[src/sens_defines.svh]
// Constants of the sensor SPI command block
`ifndef SENS_DEFINES_SVH
`define SENS_DEFINES_SVH
`define SENS_CLK_PERIOD_NS 10
`define SENS_NS_PER_US     1000
`define SENS_MEAS_TIME_US  2299
`define SENS_OP_WR         8'h87
`define SENS_OP_RR         8'h8E
`define SENS_OP_RO         8'hB0
`define SENS_OP_RST        8'hC3
`define SENS_OP_SM_HI      4'hA
`define SENS_CRC_POLY      8'h2F
`define SENS_CRC_INIT      8'hFF
`define SENS_CRC_OK        8'h00
`define SENS_SPI_IDLE      3'h4
`define SENS_LAST_BIT      3'h7
`define SENS_BYTE_CMD      5'h00
`define SENS_BYTE_CTL2     5'h01
`define SENS_BYTE_CTL3     5'h02
`define SENS_BYTE_MAX      5'h1F
`define SENS_NWORDS        4'h9
`define SENS_M_HI          7
`define SENS_M_LO          1
`define SENS_M_TEMP        6
`define SENS_M_AMB         5
`define SENS_M_DC          4
`define SENS_M_LEDA        3
`define SENS_M_LEDB        2
`define SENS_M_BA          1
`define SENS_M_BB          0
`define SENS_A_HI          7
`define SENS_A_LO          4
`define SENS_P1_POS        3
`define SENS_P0_POS        2
`define SENS_STAT_PAD      6'h00
`define SENS_FILL          8'h00
`endif

[src/sens_pkg.sv]
// Types shared by the sensor SPI command block
`default_nettype none
package sens_pkg;
  typedef logic [15:0]      sens_word_t;
  typedef logic [15:0][7:0] sens_regs_t;
  // SPI pins as driven by the master
  typedef struct packed {
    logic cs_n;
    logic sck;
    logic mosi;
  } sens_spi_s;
  // Measurement results, word 0 (temperature) in the low bits
  typedef struct packed {
    sens_word_t dc_post_b;
    sens_word_t dc_post_a;
    sens_word_t burst_b;
    sens_word_t burst_a;
    sens_word_t dc_pre_b;
    sens_word_t dc_pre_a;
    sens_word_t amb_d;
    sens_word_t amb_c;
    sens_word_t temp;
  } sens_meas_s;
  typedef enum logic [2:0] {
    SENS_CMD_NONE,
    SENS_CMD_SM,
    SENS_CMD_RO,
    SENS_CMD_WR,
    SENS_CMD_RR,
    SENS_CMD_RST
  } sens_cmd_e;
endpackage
`default_nettype wire

[src/sens_spi_readout.sv]
// SPI command interpreter and read-out frame of the sensor interface
`timescale 1ns/100ps
`default_nettype none
`include "sens_defines.svh"
// Functional notes
// [RQ1] Burst words A then B follow, MSB first, if selected and LED set
// [RQ2] Post-burst DC words A then B follow, MSB first, if DC selected
// [RQ3] One CRC byte always closes every output frame
// [RQ4] Disabled words are dropped, later bytes move up, no padding
// [RQ5] Master runs CRC over whole frame, nonzero means discard
// [RQ6] Extra clocks after start command shift stored data out
// [RQ7] Data registers are cleared when a read-out completes
// [RQ8] Combined start command executes only when chip select rises
// [RQ9] Chip select rise drops ready, ready returns after measure time
// [RQ10] Master holds chip select low until whole frame is out
// [RQ11] Read-out command only after ready; device sends stored data
// [RQ12] Sixteen 8-bit registers, written and read by command
// [RQ13] Write: opcode, data, then address, odd, even, two zeros
// [RQ14] Bad parity leaves registers and sets status bit 7
// [RQ15] Invalid flag is returned as status byte of next command
// [RQ16] Even parity is XOR, odd parity XNOR over twelve bits
// [RQ17] Register read returns status, opcode echo, register data
// [RQ18] Write and read take three bytes, others take two
// [RQ19] While measuring, only chip reset command is accepted
// [RQ20] CRC byte makes CRC over whole frame come out zero
module sens_spi_readout #(
  parameter int unsigned MEAS_CYCLES =
    (`SENS_MEAS_TIME_US * `SENS_NS_PER_US) / `SENS_CLK_PERIOD_NS
) (
  input  wire logic                 clk_sys,
  input  wire logic                 arst_n,
  input  wire logic                 ce,
  input  wire sens_pkg::sens_spi_s  spi_in,
  output logic                      spi_miso,
  output logic                      spi_miso_oe,
  output logic                      data_ready_pin,
  input  wire logic                 amb_c_en,
  input  wire logic                 amb_d_en,
  input  wire sens_pkg::sens_meas_s meas_in,
  output logic                      meas_start,
  output logic [6:0]                meas_sel,
  output logic [7:0]                meas_opts,
  output sens_pkg::sens_regs_t      user_regs
);
  import sens_pkg::*;

  // CRC step over one byte, MSB first
  function automatic logic [7:0] crc_byte(input logic [7:0] c,
                                          input logic [7:0] b);
    logic [7:0] r;
    r = c;
    for (int i = 7; i >= 0; i--) begin
      r = {r[6:0], 1'b0} ^ ((r[7] ^ b[i]) ? `SENS_CRC_POLY : 8'h00);
    end
    return r;
  endfunction

  // Words present in the frame for a selection
  function automatic logic [8:0] mask_of(input logic [6:0] m,
                                         input logic       c_en,
                                         input logic       d_en);
    mask_of = {m[`SENS_M_DC], m[`SENS_M_DC],
               m[`SENS_M_BB] & m[`SENS_M_LEDB],
               m[`SENS_M_BA] & m[`SENS_M_LEDA],
               m[`SENS_M_DC], m[`SENS_M_DC],
               m[`SENS_M_AMB] & d_en, m[`SENS_M_AMB] & c_en,
               m[`SENS_M_TEMP]};
  endfunction

  // First present word at or after an index, word count if none
  function automatic logic [3:0] next_en(input logic [8:0] m,
                                         input logic [3:0] from);
    next_en = `SENS_NWORDS;
    for (int i = `SENS_NWORDS - 1; i >= 0; i--) begin
      if (m[i] && (4'(i) >= from)) next_en = 4'(i);
    end
  endfunction

  sens_spi_s        s1_q, s2_q, s3_q;
  logic             cs_fall, cs_rise, sck_rise, sck_fall, byte_end;
  logic [2:0]       bit_q;
  logic [4:0]       byte_q;
  logic [7:0]       rx_q, rx_byte;
  logic             at_cmd, at_ctl2, at_ctl3;
  sens_cmd_e        cmd_rx, cmd_q;
  logic             acc_rx, acc_q;
  logic [7:0]       opc_q, ctl2_q;
  logic [3:0]       wr_addr;
  logic             par_even, wr_ok, is_wr, wr_bad;
  logic             sm_ok, sm_bad, rej, rst_go;
  logic             inv_d, inv_q;
  logic             sm_pend_q, meas_go, meas_end;
  logic             busy_q, dr_q, dvalid_q;
  logic [31:0]      cnt_q;
  logic [8:0]       mask_q;
  sens_regs_t       regs_q;
  logic [8:0][15:0] data_q;
  logic             st_start, st_now, frm_lsb, frm_end;
  logic [3:0]       frm_wp, wp_q;
  logic             lsb_q, strm_q;
  logic [7:0]       crc_q, frm_crc, frm_byte;
  logic [15:0]      frm_word;
  logic [7:0]       tx_next, sh_q, nxt_q, status;
  logic             load_q;

  // Two-stage pin synchronisers plus one stage for edge detection
  always_ff @(posedge clk_sys or negedge arst_n) begin
    if (!arst_n) begin
      s1_q <= `SENS_SPI_IDLE;
      s2_q <= `SENS_SPI_IDLE;
      s3_q <= `SENS_SPI_IDLE;
    end else if (ce) begin
      s1_q <= spi_in;
      s2_q <= s1_q;
      s3_q <= s2_q;
    end
  end

  // Edges of chip select and serial clock, mode 0
  assign cs_fall  = s3_q.cs_n & ~s2_q.cs_n;
  assign cs_rise  = ~s3_q.cs_n & s2_q.cs_n;
  assign sck_rise = ~s2_q.cs_n & ~s3_q.sck & s2_q.sck;
  assign sck_fall = ~s2_q.cs_n & s3_q.sck & ~s2_q.sck;
  assign byte_end = sck_rise & (bit_q == `SENS_LAST_BIT);
  assign rx_byte  = {rx_q[6:0], s2_q.mosi};

  // Bit and byte counters, MOSI shift-in
  always_ff @(posedge clk_sys or negedge arst_n) begin
    if (!arst_n) begin
      bit_q  <= '0;
      byte_q <= '0;
      rx_q   <= '0;
    end else if (ce) begin
      if (cs_fall) begin
        bit_q  <= '0;
        byte_q <= '0;
      end else if (sck_rise) begin
        bit_q <= bit_q + 3'h1;
        rx_q  <= rx_byte;
        if (byte_end && byte_q != `SENS_BYTE_MAX) begin
          byte_q <= byte_q + 5'h01;
        end
      end
    end
  end

  // Position of the byte just received
  assign at_cmd  = byte_end & (byte_q == `SENS_BYTE_CMD);
  assign at_ctl2 = byte_end & (byte_q == `SENS_BYTE_CTL2);
  assign at_ctl3 = byte_end & (byte_q == `SENS_BYTE_CTL3);

  // Opcode decode
  assign cmd_rx = (rx_byte == `SENS_OP_WR)  ? SENS_CMD_WR  :
                  (rx_byte == `SENS_OP_RR)  ? SENS_CMD_RR  :
                  (rx_byte == `SENS_OP_RO)  ? SENS_CMD_RO  :
                  (rx_byte == `SENS_OP_RST) ? SENS_CMD_RST :
                  (rx_byte[7:4] == `SENS_OP_SM_HI) ? SENS_CMD_SM :
                  SENS_CMD_NONE;
  // [RQ19] busy refuses commands
  assign acc_rx = ~busy_q | (cmd_rx == SENS_CMD_RST);
  assign rej    = at_cmd & ~acc_rx;

  // Command and control byte capture
  always_ff @(posedge clk_sys or negedge arst_n) begin
    if (!arst_n) begin
      cmd_q  <= SENS_CMD_NONE;
      acc_q  <= 1'b0;
      opc_q  <= '0;
      ctl2_q <= '0;
    end else if (ce) begin
      if (cs_fall) begin
        cmd_q <= SENS_CMD_NONE;
      end else if (at_cmd) begin
        cmd_q <= cmd_rx;
        acc_q <= acc_rx;
        opc_q <= rx_byte;
      end
      if (at_ctl2) begin
        ctl2_q <= rx_byte;
      end
    end
  end

  // [RQ16] parity recomputed locally
  assign par_even = ^{ctl2_q, rx_byte[`SENS_A_HI:`SENS_A_LO]};
  // [RQ13] third byte layout
  assign wr_addr = rx_byte[`SENS_A_HI:`SENS_A_LO];
  assign wr_ok   = (rx_byte[`SENS_P0_POS] == par_even) &
                   (rx_byte[`SENS_P1_POS] == ~par_even);
  // [RQ18] write completes on third byte
  assign is_wr   = at_ctl3 & acc_q & (cmd_q == SENS_CMD_WR);
  assign wr_bad  = is_wr & ~wr_ok;
  // Start command carries even parity over its select bits
  assign sm_ok   = ~^rx_byte;
  assign sm_bad  = at_ctl2 & acc_q & (cmd_q == SENS_CMD_SM) & ~sm_ok;
  // [RQ18] short commands act after two bytes
  assign rst_go  = cs_rise & (cmd_q == SENS_CMD_RST) &
                   (byte_q >= `SENS_BYTE_CTL3);

  // [RQ12] register write path
  always_ff @(posedge clk_sys or negedge arst_n) begin
    if (!arst_n) begin
      regs_q <= '0;
    end else if (ce) begin
      if (rst_go) begin
        regs_q <= '0;
      // [RQ14] write only on good parity
      end else if (is_wr && wr_ok) begin
        regs_q[wr_addr] <= ctl2_q;
      end
    end
  end

  // [RQ14] invalid flag, a new error wins over the read clear
  assign inv_d = wr_bad | sm_bad | rej |
                 (inv_q & ~cs_fall & ~rst_go);

  // Invalid flag and pending start command
  always_ff @(posedge clk_sys or negedge arst_n) begin
    if (!arst_n) begin
      inv_q     <= 1'b0;
      sm_pend_q <= 1'b0;
    end else if (ce) begin
      inv_q <= inv_d;
      if (cs_fall || cs_rise) begin
        sm_pend_q <= 1'b0;
      end else if (at_ctl2 && acc_q && cmd_q == SENS_CMD_SM) begin
        sm_pend_q <= sm_ok;
      end
    end
  end

  // [RQ8] start deferred to chip select rise
  assign meas_go  = cs_rise & sm_pend_q;
  assign meas_end = busy_q & (cnt_q == '0) & ~rst_go;

  // [RQ9] measurement timer and ready pin
  always_ff @(posedge clk_sys or negedge arst_n) begin
    if (!arst_n) begin
      busy_q     <= 1'b0;
      dr_q       <= 1'b0;
      cnt_q      <= '0;
      mask_q     <= '0;
      meas_start <= 1'b0;
      meas_sel   <= '0;
      meas_opts  <= '0;
    end else if (ce) begin
      meas_start <= meas_go;
      if (rst_go) begin
        busy_q <= 1'b0;
        dr_q   <= 1'b0;
      end else if (meas_go) begin
        busy_q    <= 1'b1;
        dr_q      <= 1'b0;
        cnt_q     <= MEAS_CYCLES - 1;
        mask_q    <= mask_of(ctl2_q[`SENS_M_HI:`SENS_M_LO],
                             amb_c_en, amb_d_en);
        meas_sel  <= ctl2_q[`SENS_M_HI:`SENS_M_LO];
        meas_opts <= opc_q;
      end else if (meas_end) begin
        busy_q <= 1'b0;
        dr_q   <= 1'b1;
      end else if (busy_q) begin
        cnt_q <= cnt_q - 32'h1;
      end
    end
  end

  // Result store, emptied after each read-out
  always_ff @(posedge clk_sys or negedge arst_n) begin
    if (!arst_n) begin
      data_q   <= '0;
      dvalid_q <= 1'b0;
    end else if (ce) begin
      // [RQ7] clear after read-out
      if (rst_go || frm_end) begin
        data_q   <= '0;
        dvalid_q <= 1'b0;
      end else if (meas_end) begin
        data_q   <= meas_in;
        dvalid_q <= 1'b1;
      end
    end
  end

  // [RQ6] [RQ11] read-out begins with byte 3
  assign st_start = at_ctl2 & acc_q & dvalid_q & dr_q &
                    ((cmd_q == SENS_CMD_SM) | (cmd_q == SENS_CMD_RO));
  assign st_now   = byte_end & (st_start | strm_q);
  // [RQ4] skip words not selected
  assign frm_wp   = st_start ? next_en(mask_q, 4'h0) : wp_q;
  assign frm_lsb  = ~st_start & lsb_q;
  assign frm_crc  = st_start ? `SENS_CRC_INIT : crc_q;
  assign frm_end  = st_now & (frm_wp == `SENS_NWORDS);
  assign frm_word = (frm_wp < `SENS_NWORDS) ? data_q[frm_wp] : '0;
  // [RQ1] [RQ2] [RQ3] MSB byte, LSB byte, CRC last
  assign frm_byte = frm_end ? frm_crc :
                    (frm_lsb ? frm_word[7:0] : frm_word[15:8]);

  // Frame walker and running CRC
  always_ff @(posedge clk_sys or negedge arst_n) begin
    if (!arst_n) begin
      strm_q <= 1'b0;
      wp_q   <= '0;
      lsb_q  <= 1'b0;
      crc_q  <= `SENS_CRC_INIT;
    end else if (ce) begin
      if (cs_rise || cs_fall) begin
        strm_q <= 1'b0;
      end else if (st_now) begin
        strm_q <= ~frm_end;
        // [RQ20] CRC over frame bytes
        crc_q  <= crc_byte(frm_crc, frm_byte);
        lsb_q  <= ~frm_lsb;
        wp_q   <= frm_lsb ? next_en(mask_q, frm_wp + 4'h1) : frm_wp;
      end
    end
  end

  // [RQ15] [RQ17] status first, echo second, register third
  assign status  = {inv_q, `SENS_STAT_PAD, dr_q};
  assign tx_next = at_cmd ? rx_byte :
                   st_now ? frm_byte :
                   (at_ctl2 && acc_q && cmd_q == SENS_CMD_RR) ?
                   regs_q[rx_byte[`SENS_A_HI:`SENS_A_LO]] : `SENS_FILL;

  // MISO shifter, loads on the falling edge after a byte
  always_ff @(posedge clk_sys or negedge arst_n) begin
    if (!arst_n) begin
      sh_q   <= '0;
      nxt_q  <= '0;
      load_q <= 1'b0;
    end else if (ce) begin
      if (cs_fall) begin
        sh_q   <= status;
        load_q <= 1'b0;
      end else if (byte_end) begin
        nxt_q  <= tx_next;
        load_q <= 1'b1;
      end else if (sck_fall) begin
        sh_q   <= load_q ? nxt_q : {sh_q[6:0], 1'b0};
        load_q <= 1'b0;
      end
    end
  end

  // Output drive
  assign spi_miso       = sh_q[7];
  assign spi_miso_oe    = ~s2_q.cs_n;
  assign data_ready_pin = dr_q;
  assign user_regs      = regs_q;
endmodule
`default_nettype wire

[config.mk]
export PLATFORM = sky130hd
export DESIGN_NAME = sens_spi_readout
export DESIGN_NICKNAME = d
export VERILOG_FILES = /design/src/sens_pkg.sv /design/src/sens_spi_readout.sv
export VERILOG_INCLUDE_DIRS = /design/src
export SDC_FILE = /design/constraint.sdc
export NUM_CORES = 1
export LEC_CHECK = 0
export BUFFER_PORTS_ARGS = -buffer_cell sky130_fd_sc_hd__clkbuf_2
export CORE_UTILIZATION = 54
export CTS_BUF_LIST = sky130_fd_sc_hd__clkbuf_2
export CTS_CLUSTER_SIZE = 8
export DETAILED_ROUTE_END_ITERATION = 6
export PLACE_DENSITY = 0.79
export SLEW_MARGIN = 10
export SYNTH_ARGS = -nofsm -noshare
export SYNTH_HDL_FRONTEND = slang
export SYNTH_SLANG_ARGS = --single-unit
[constraint.sdc]
create_clock -name clk_sys -period 4.8 [get_ports clk_sys]
set_input_delay 1.2 -clock clk_sys [delete_from_list [all_inputs] [get_ports clk_sys]]
set_output_delay 1.2 -clock clk_sys [all_outputs]
set_load 0.01 [all_outputs]
==> summary.md <==
| Metric | Value |
|---|---|
| CTS tree | done |
| IO Count | 299 |
| Max-cap violation count | 0 |
| Synth Instances | 1875 |
| Routed length on met2 | 29300 um |
| Filler instances | 2878 |
| Most used DFF post-synth | dfrtp_1 |
| Die Span Y | 192 um |
| Max Freq | 213 MHz |
| Met1 WL | 24200 um |
| Final min period | 4.70 ns |
| DRT iter0 DRCs | 1542 |
| CP Cell Sequence | inv_2 > ha_2 > or4b_4 > o41ai_4 > o21ai_4 > buf_12 > inv_4 > ha_1 > nand3_2 > a31oi_4 > nor2_1 > a31oi_1 > o211ai_1 > buf_4 > xnor2_2 > xnor3_2 > or4b_1 > o2111ai_1 > nor2_1 > nand2_1 |
| Final-report setup violation count | 0 |
| Critical R2R Launch | byte_q[1] |
| Synthesized area | 19600 sq um |
| Setup ws final | 0.100 ns |
| Mapped Avg Cell Area | 10.4 sq um |
| HP Class | primary input to asynchronous set/reset pin |
| Clock slew at reported path FFs | 0.11 ns |
| H-tree Lvls | 3 |
| HPWL Detailed | 44300 um |
| Pwr/cell area | 393 nW/um^2 |
| Total Power | 9.00 mW |
| Bufs on Longest Clock Path | 3 |
| Critical Path Fanout Max | 17 |
| Synth Net Count | 2056 |
| Combinational Power Share | 0.246 |
| First-pass GRT wire length | 95800 um |
| Synth unique cells | 96 |
| VDD IR-drop max | 0.266 mV |
| Footprint of the multi-input gates | 8950 sq um |
| Number of global-route vias before repair | 17.0k |
| Core footprint | 35600 sq um |
| Critical path class | flip-flop to flip-flop |
| Vias per cell | 6.20 |
| Setup crit start kind | flip-flop |
| Grt ovf | 0 |
| Switch share | 0.341 |
| Crit path top cell by count | nor2_1 |
| Clk_lat worst skew | 1.11 ns |
| Layout area overhead | 16.9% |
| Post-synthesis sequential area ratio | 0.516 |
| Vias | 17.2k |
| Max Used Layer | met5 |
| Layout Nets | 2415 |
| Met3 WL post-DR | 5840 um |
| FFs w/ async S/R, synth | 1.00 |
| Synthesis Warnings | 0 |
| Slew @ Worst Pin | 1.06 ns |
| Drt total wl | 62200 um |
| GRT Total Usage | 0.340 |
| Power Internal | 5.93 mW |
| Net switching power | 3.07 mW |
| Initial Util | 0.550 |
| Max-slew headroom | 0.292 |
| Count of final hold-check violations | 0 |
| Chip Width | 192 um |
| CTS Sinks | 403 |
| Hold_buf cts | 0 |
| CTS root buf | clkbuf_2 |
| CP Capture Type | flip-flop |
| Worst slack at placement | 0.0613 ns |
| Final period util | 0.979 |
| Reg power frac | 0.483 |
| Max-slew violation count | 0 |
| Number of synthesized flops with an enable pin | 0 |
| CP required | 5.78 ns |
| Initial antenna violation count | 2 |
| Total die area | 37000 sq um |
| Max Clock Skew | 0.136 ns |
| R2R setup slack | 0.10 ns |
| ANT nets after route | 0 |
| Worst path max stage delay | 0.53 ns |
| Largest net degree at the start of global routing | 146 |
| First-pass DRT Iterations | 6 |
| Post-DR wirelength/cell | 22.4 um |
| R2R depth | 20 |
| Flip-flop and latch count after synthesis | 403 |
| Outcome | finished, final reports clean |
| Post-route DRC | 0 |
| FF/Latch Area | 10100 sq um |
| Layout cell share with drive strength beyond 1 | 0.272 |
| Reg2reg end | crc_q[2] |
| GPL Wtd Cong | 0.959 |
| IO Port Bufs | 298 |
| CTS buffer count | 100 |
| CP max stage cell | or4b_4 |
| Clock Power Share | 0.271 |
| CP startpoint | byte_q[1] |
| Leak | 11.0 nW |
| Rows | 69 |
| WP data arrival | 5.68 ns |
-- registers in the layout, summed over array words and instances, names as in the netlist, 4 cells and up --
name,count
data_q,144
user_regs,128
cnt_q,32
crc_q,8
ctl2_q,8
meas_opts,8
nxt_q,8
opc_q,8
sh_q,8
rx_q,7
meas_sel,6
byte_q,5
mask_q,5
wp_q,4
-- cells in the mapped netlist (5+ instances only) --
master	instances	share of area
a211o_1	5	0.0022
a21o_1	5	0.0019
a21oi_1	55	0.014
a22o_1	149	0.067
a22oi_1	15	0.0058
a31oi_1	5	0.0016
and2_1	8	0.0026
and3_1	6	0.0019
buf_1	12	0.0023
buf_2	9	0.0023
buf_6	6	0.0035
clkbuf_1	79	0.015
dfrtp_1	392	0.50
dfstp_2	11	0.015
ha_1	29	0.019
inv_1	34	0.0065
mux2_2	12	0.0069
mux2i_1	51	0.026
mux4_2	41	0.047
nand2_1	361	0.069
nand2b_1	7	0.0022
nand3_1	33	0.0084
nand4_1	6	0.0019
nor2_1	84	0.016
nor2b_1	8	0.0026
nor3_1	21	0.0054
nor4_1	9	0.0029
o2111ai_1	7	0.0031
o211ai_1	13	0.0050
o21ai_0	200	0.051
o21ai_1	13	0.0033
o22ai_1	14	0.0045
o31ai_1	8	0.0031
or2_2	5	0.0016
or3_1	9	0.0029
xnor2_1	39	0.017
xor2_1	17	0.0076
-- worst max-delay path: cells and delay by family, from the launching register on --
kind | cells | cell delay (ns)
flip-flops | 1 | 0.42
AO/OA/AOI/OAI | 6 | 1.25
adder cells (fa/ha/maj) | 2 | 0.35
buffers and inverters | 4 | 0.53
XOR/XNOR | 2 | 0.65
AND/OR/NAND/NOR | 6 | 1.39
-- routing by layer --
| metal | track usage | up-vias |
|---|---|---|
| met5 | 0 | - |
| met4 | 0.164 | 2 |
| met3 | 0.0887 | 189 |
| met2 | 0.542 | 972 |
| met1 | 0.432 | 8477 |
| li1 | - | 7558 |
-- layout make-up --
class	count	share of cell area
Tap cell	461	0.0252
Clock inverter	39	0.0109
Sequential cell	403	0.441
Inverter	36	0.00612
Clock buffer	142	0.0311
Multi-Input combinational cell	1327	0.391
Timing Repair Buffer	366	0.0940
Antenna cell	2	0.000219
-- stage by stage --
stage | TNS, ns | hold slack, ns | cell area, sq um | std cells | util
finish | 0 | 0.214 | 22900 | 2776 | 0.643
global route | -0.172 | 0.263 | 22900 | 2776 | 0.643
CTS | 0 | 0.237 | 22700 | 2766 | 0.639
detailed placement | 0 | 0.450 | 21800 | 2585 | 0.612
global placement | 0 | 0.452 | 21800 | 2585 | 0.612
floorplan | 0 | 0.435 | 19600 | 1875 | -
-- cells in the final DEF, fill, tap and decap left out, types with 15 or more instances in the layout --
cell	Yosys	routed
clkbuf_2	0	439
dfrtp_1	392	391
nand2_1	361	360
o21ai_0	200	199
a22o_1	149	149
nor2_1	84	82
buf_4	3	56
a21oi_1	55	55
mux2i_1	51	49
mux4_2	41	41
xnor2_1	39	38
inv_1	34	33
nand3_1	33	32
ha_1	29	28
clkinv_1	0	26
nor3_1	21	20
xor2_1	17	17
a22oi_1	15	15
-- what timing repair did --
item                                    4_1_cts  5_1_grt
buffers inserted                              0        7
gates resized for setup                       0       20
endpoints found under the setup margin        0        7
-- worst max-delay path by stage --
| stage | cells past startpoint | endpoint |
|---|---|---|
| 3_3_place_gp | 19 | crc_q[0] |
| 3_5_place_dp | 19 | crc_q[0] |
| 6_report | 20 | crc_q[2] |
| 2_1_floorplan | 22 | crc_q[2] |
| 4_1_cts | 19 | crc_q[0] |
| 5_1_grt | 20 | crc_q[2] |
-- power by group through the flow --
| stage | clock network [mW] | logic, mW | registers [mW] |
|---|---|---|---|
| global route | 2.65 | 2.39 | 4.39 |
| global placement | 0 | 2.07 | 4.39 |
| detailed placement | 0 | 2.13 | 4.38 |
| CTS | 2.46 | 2.14 | 4.33 |
| floorplan | 0 | 1.57 | 4.17 |
| finish | 2.44 | 2.21 | 4.34 |
-- cell families (layout without fill, tap and decap cells) --
group	Yosys count	after routing	share of synthesized area
compound gates	541	541	0.188
simple gates	590	590	0.133
fa+ha+maj	29	29	0.0185
flops	403	403	0.516
buf+inv	145	583	0.0313
mux	108	108	0.0842
other cells	0	2	0
xor+xnor	59	59	0.0285
Power figures use the tool's default switching activity.
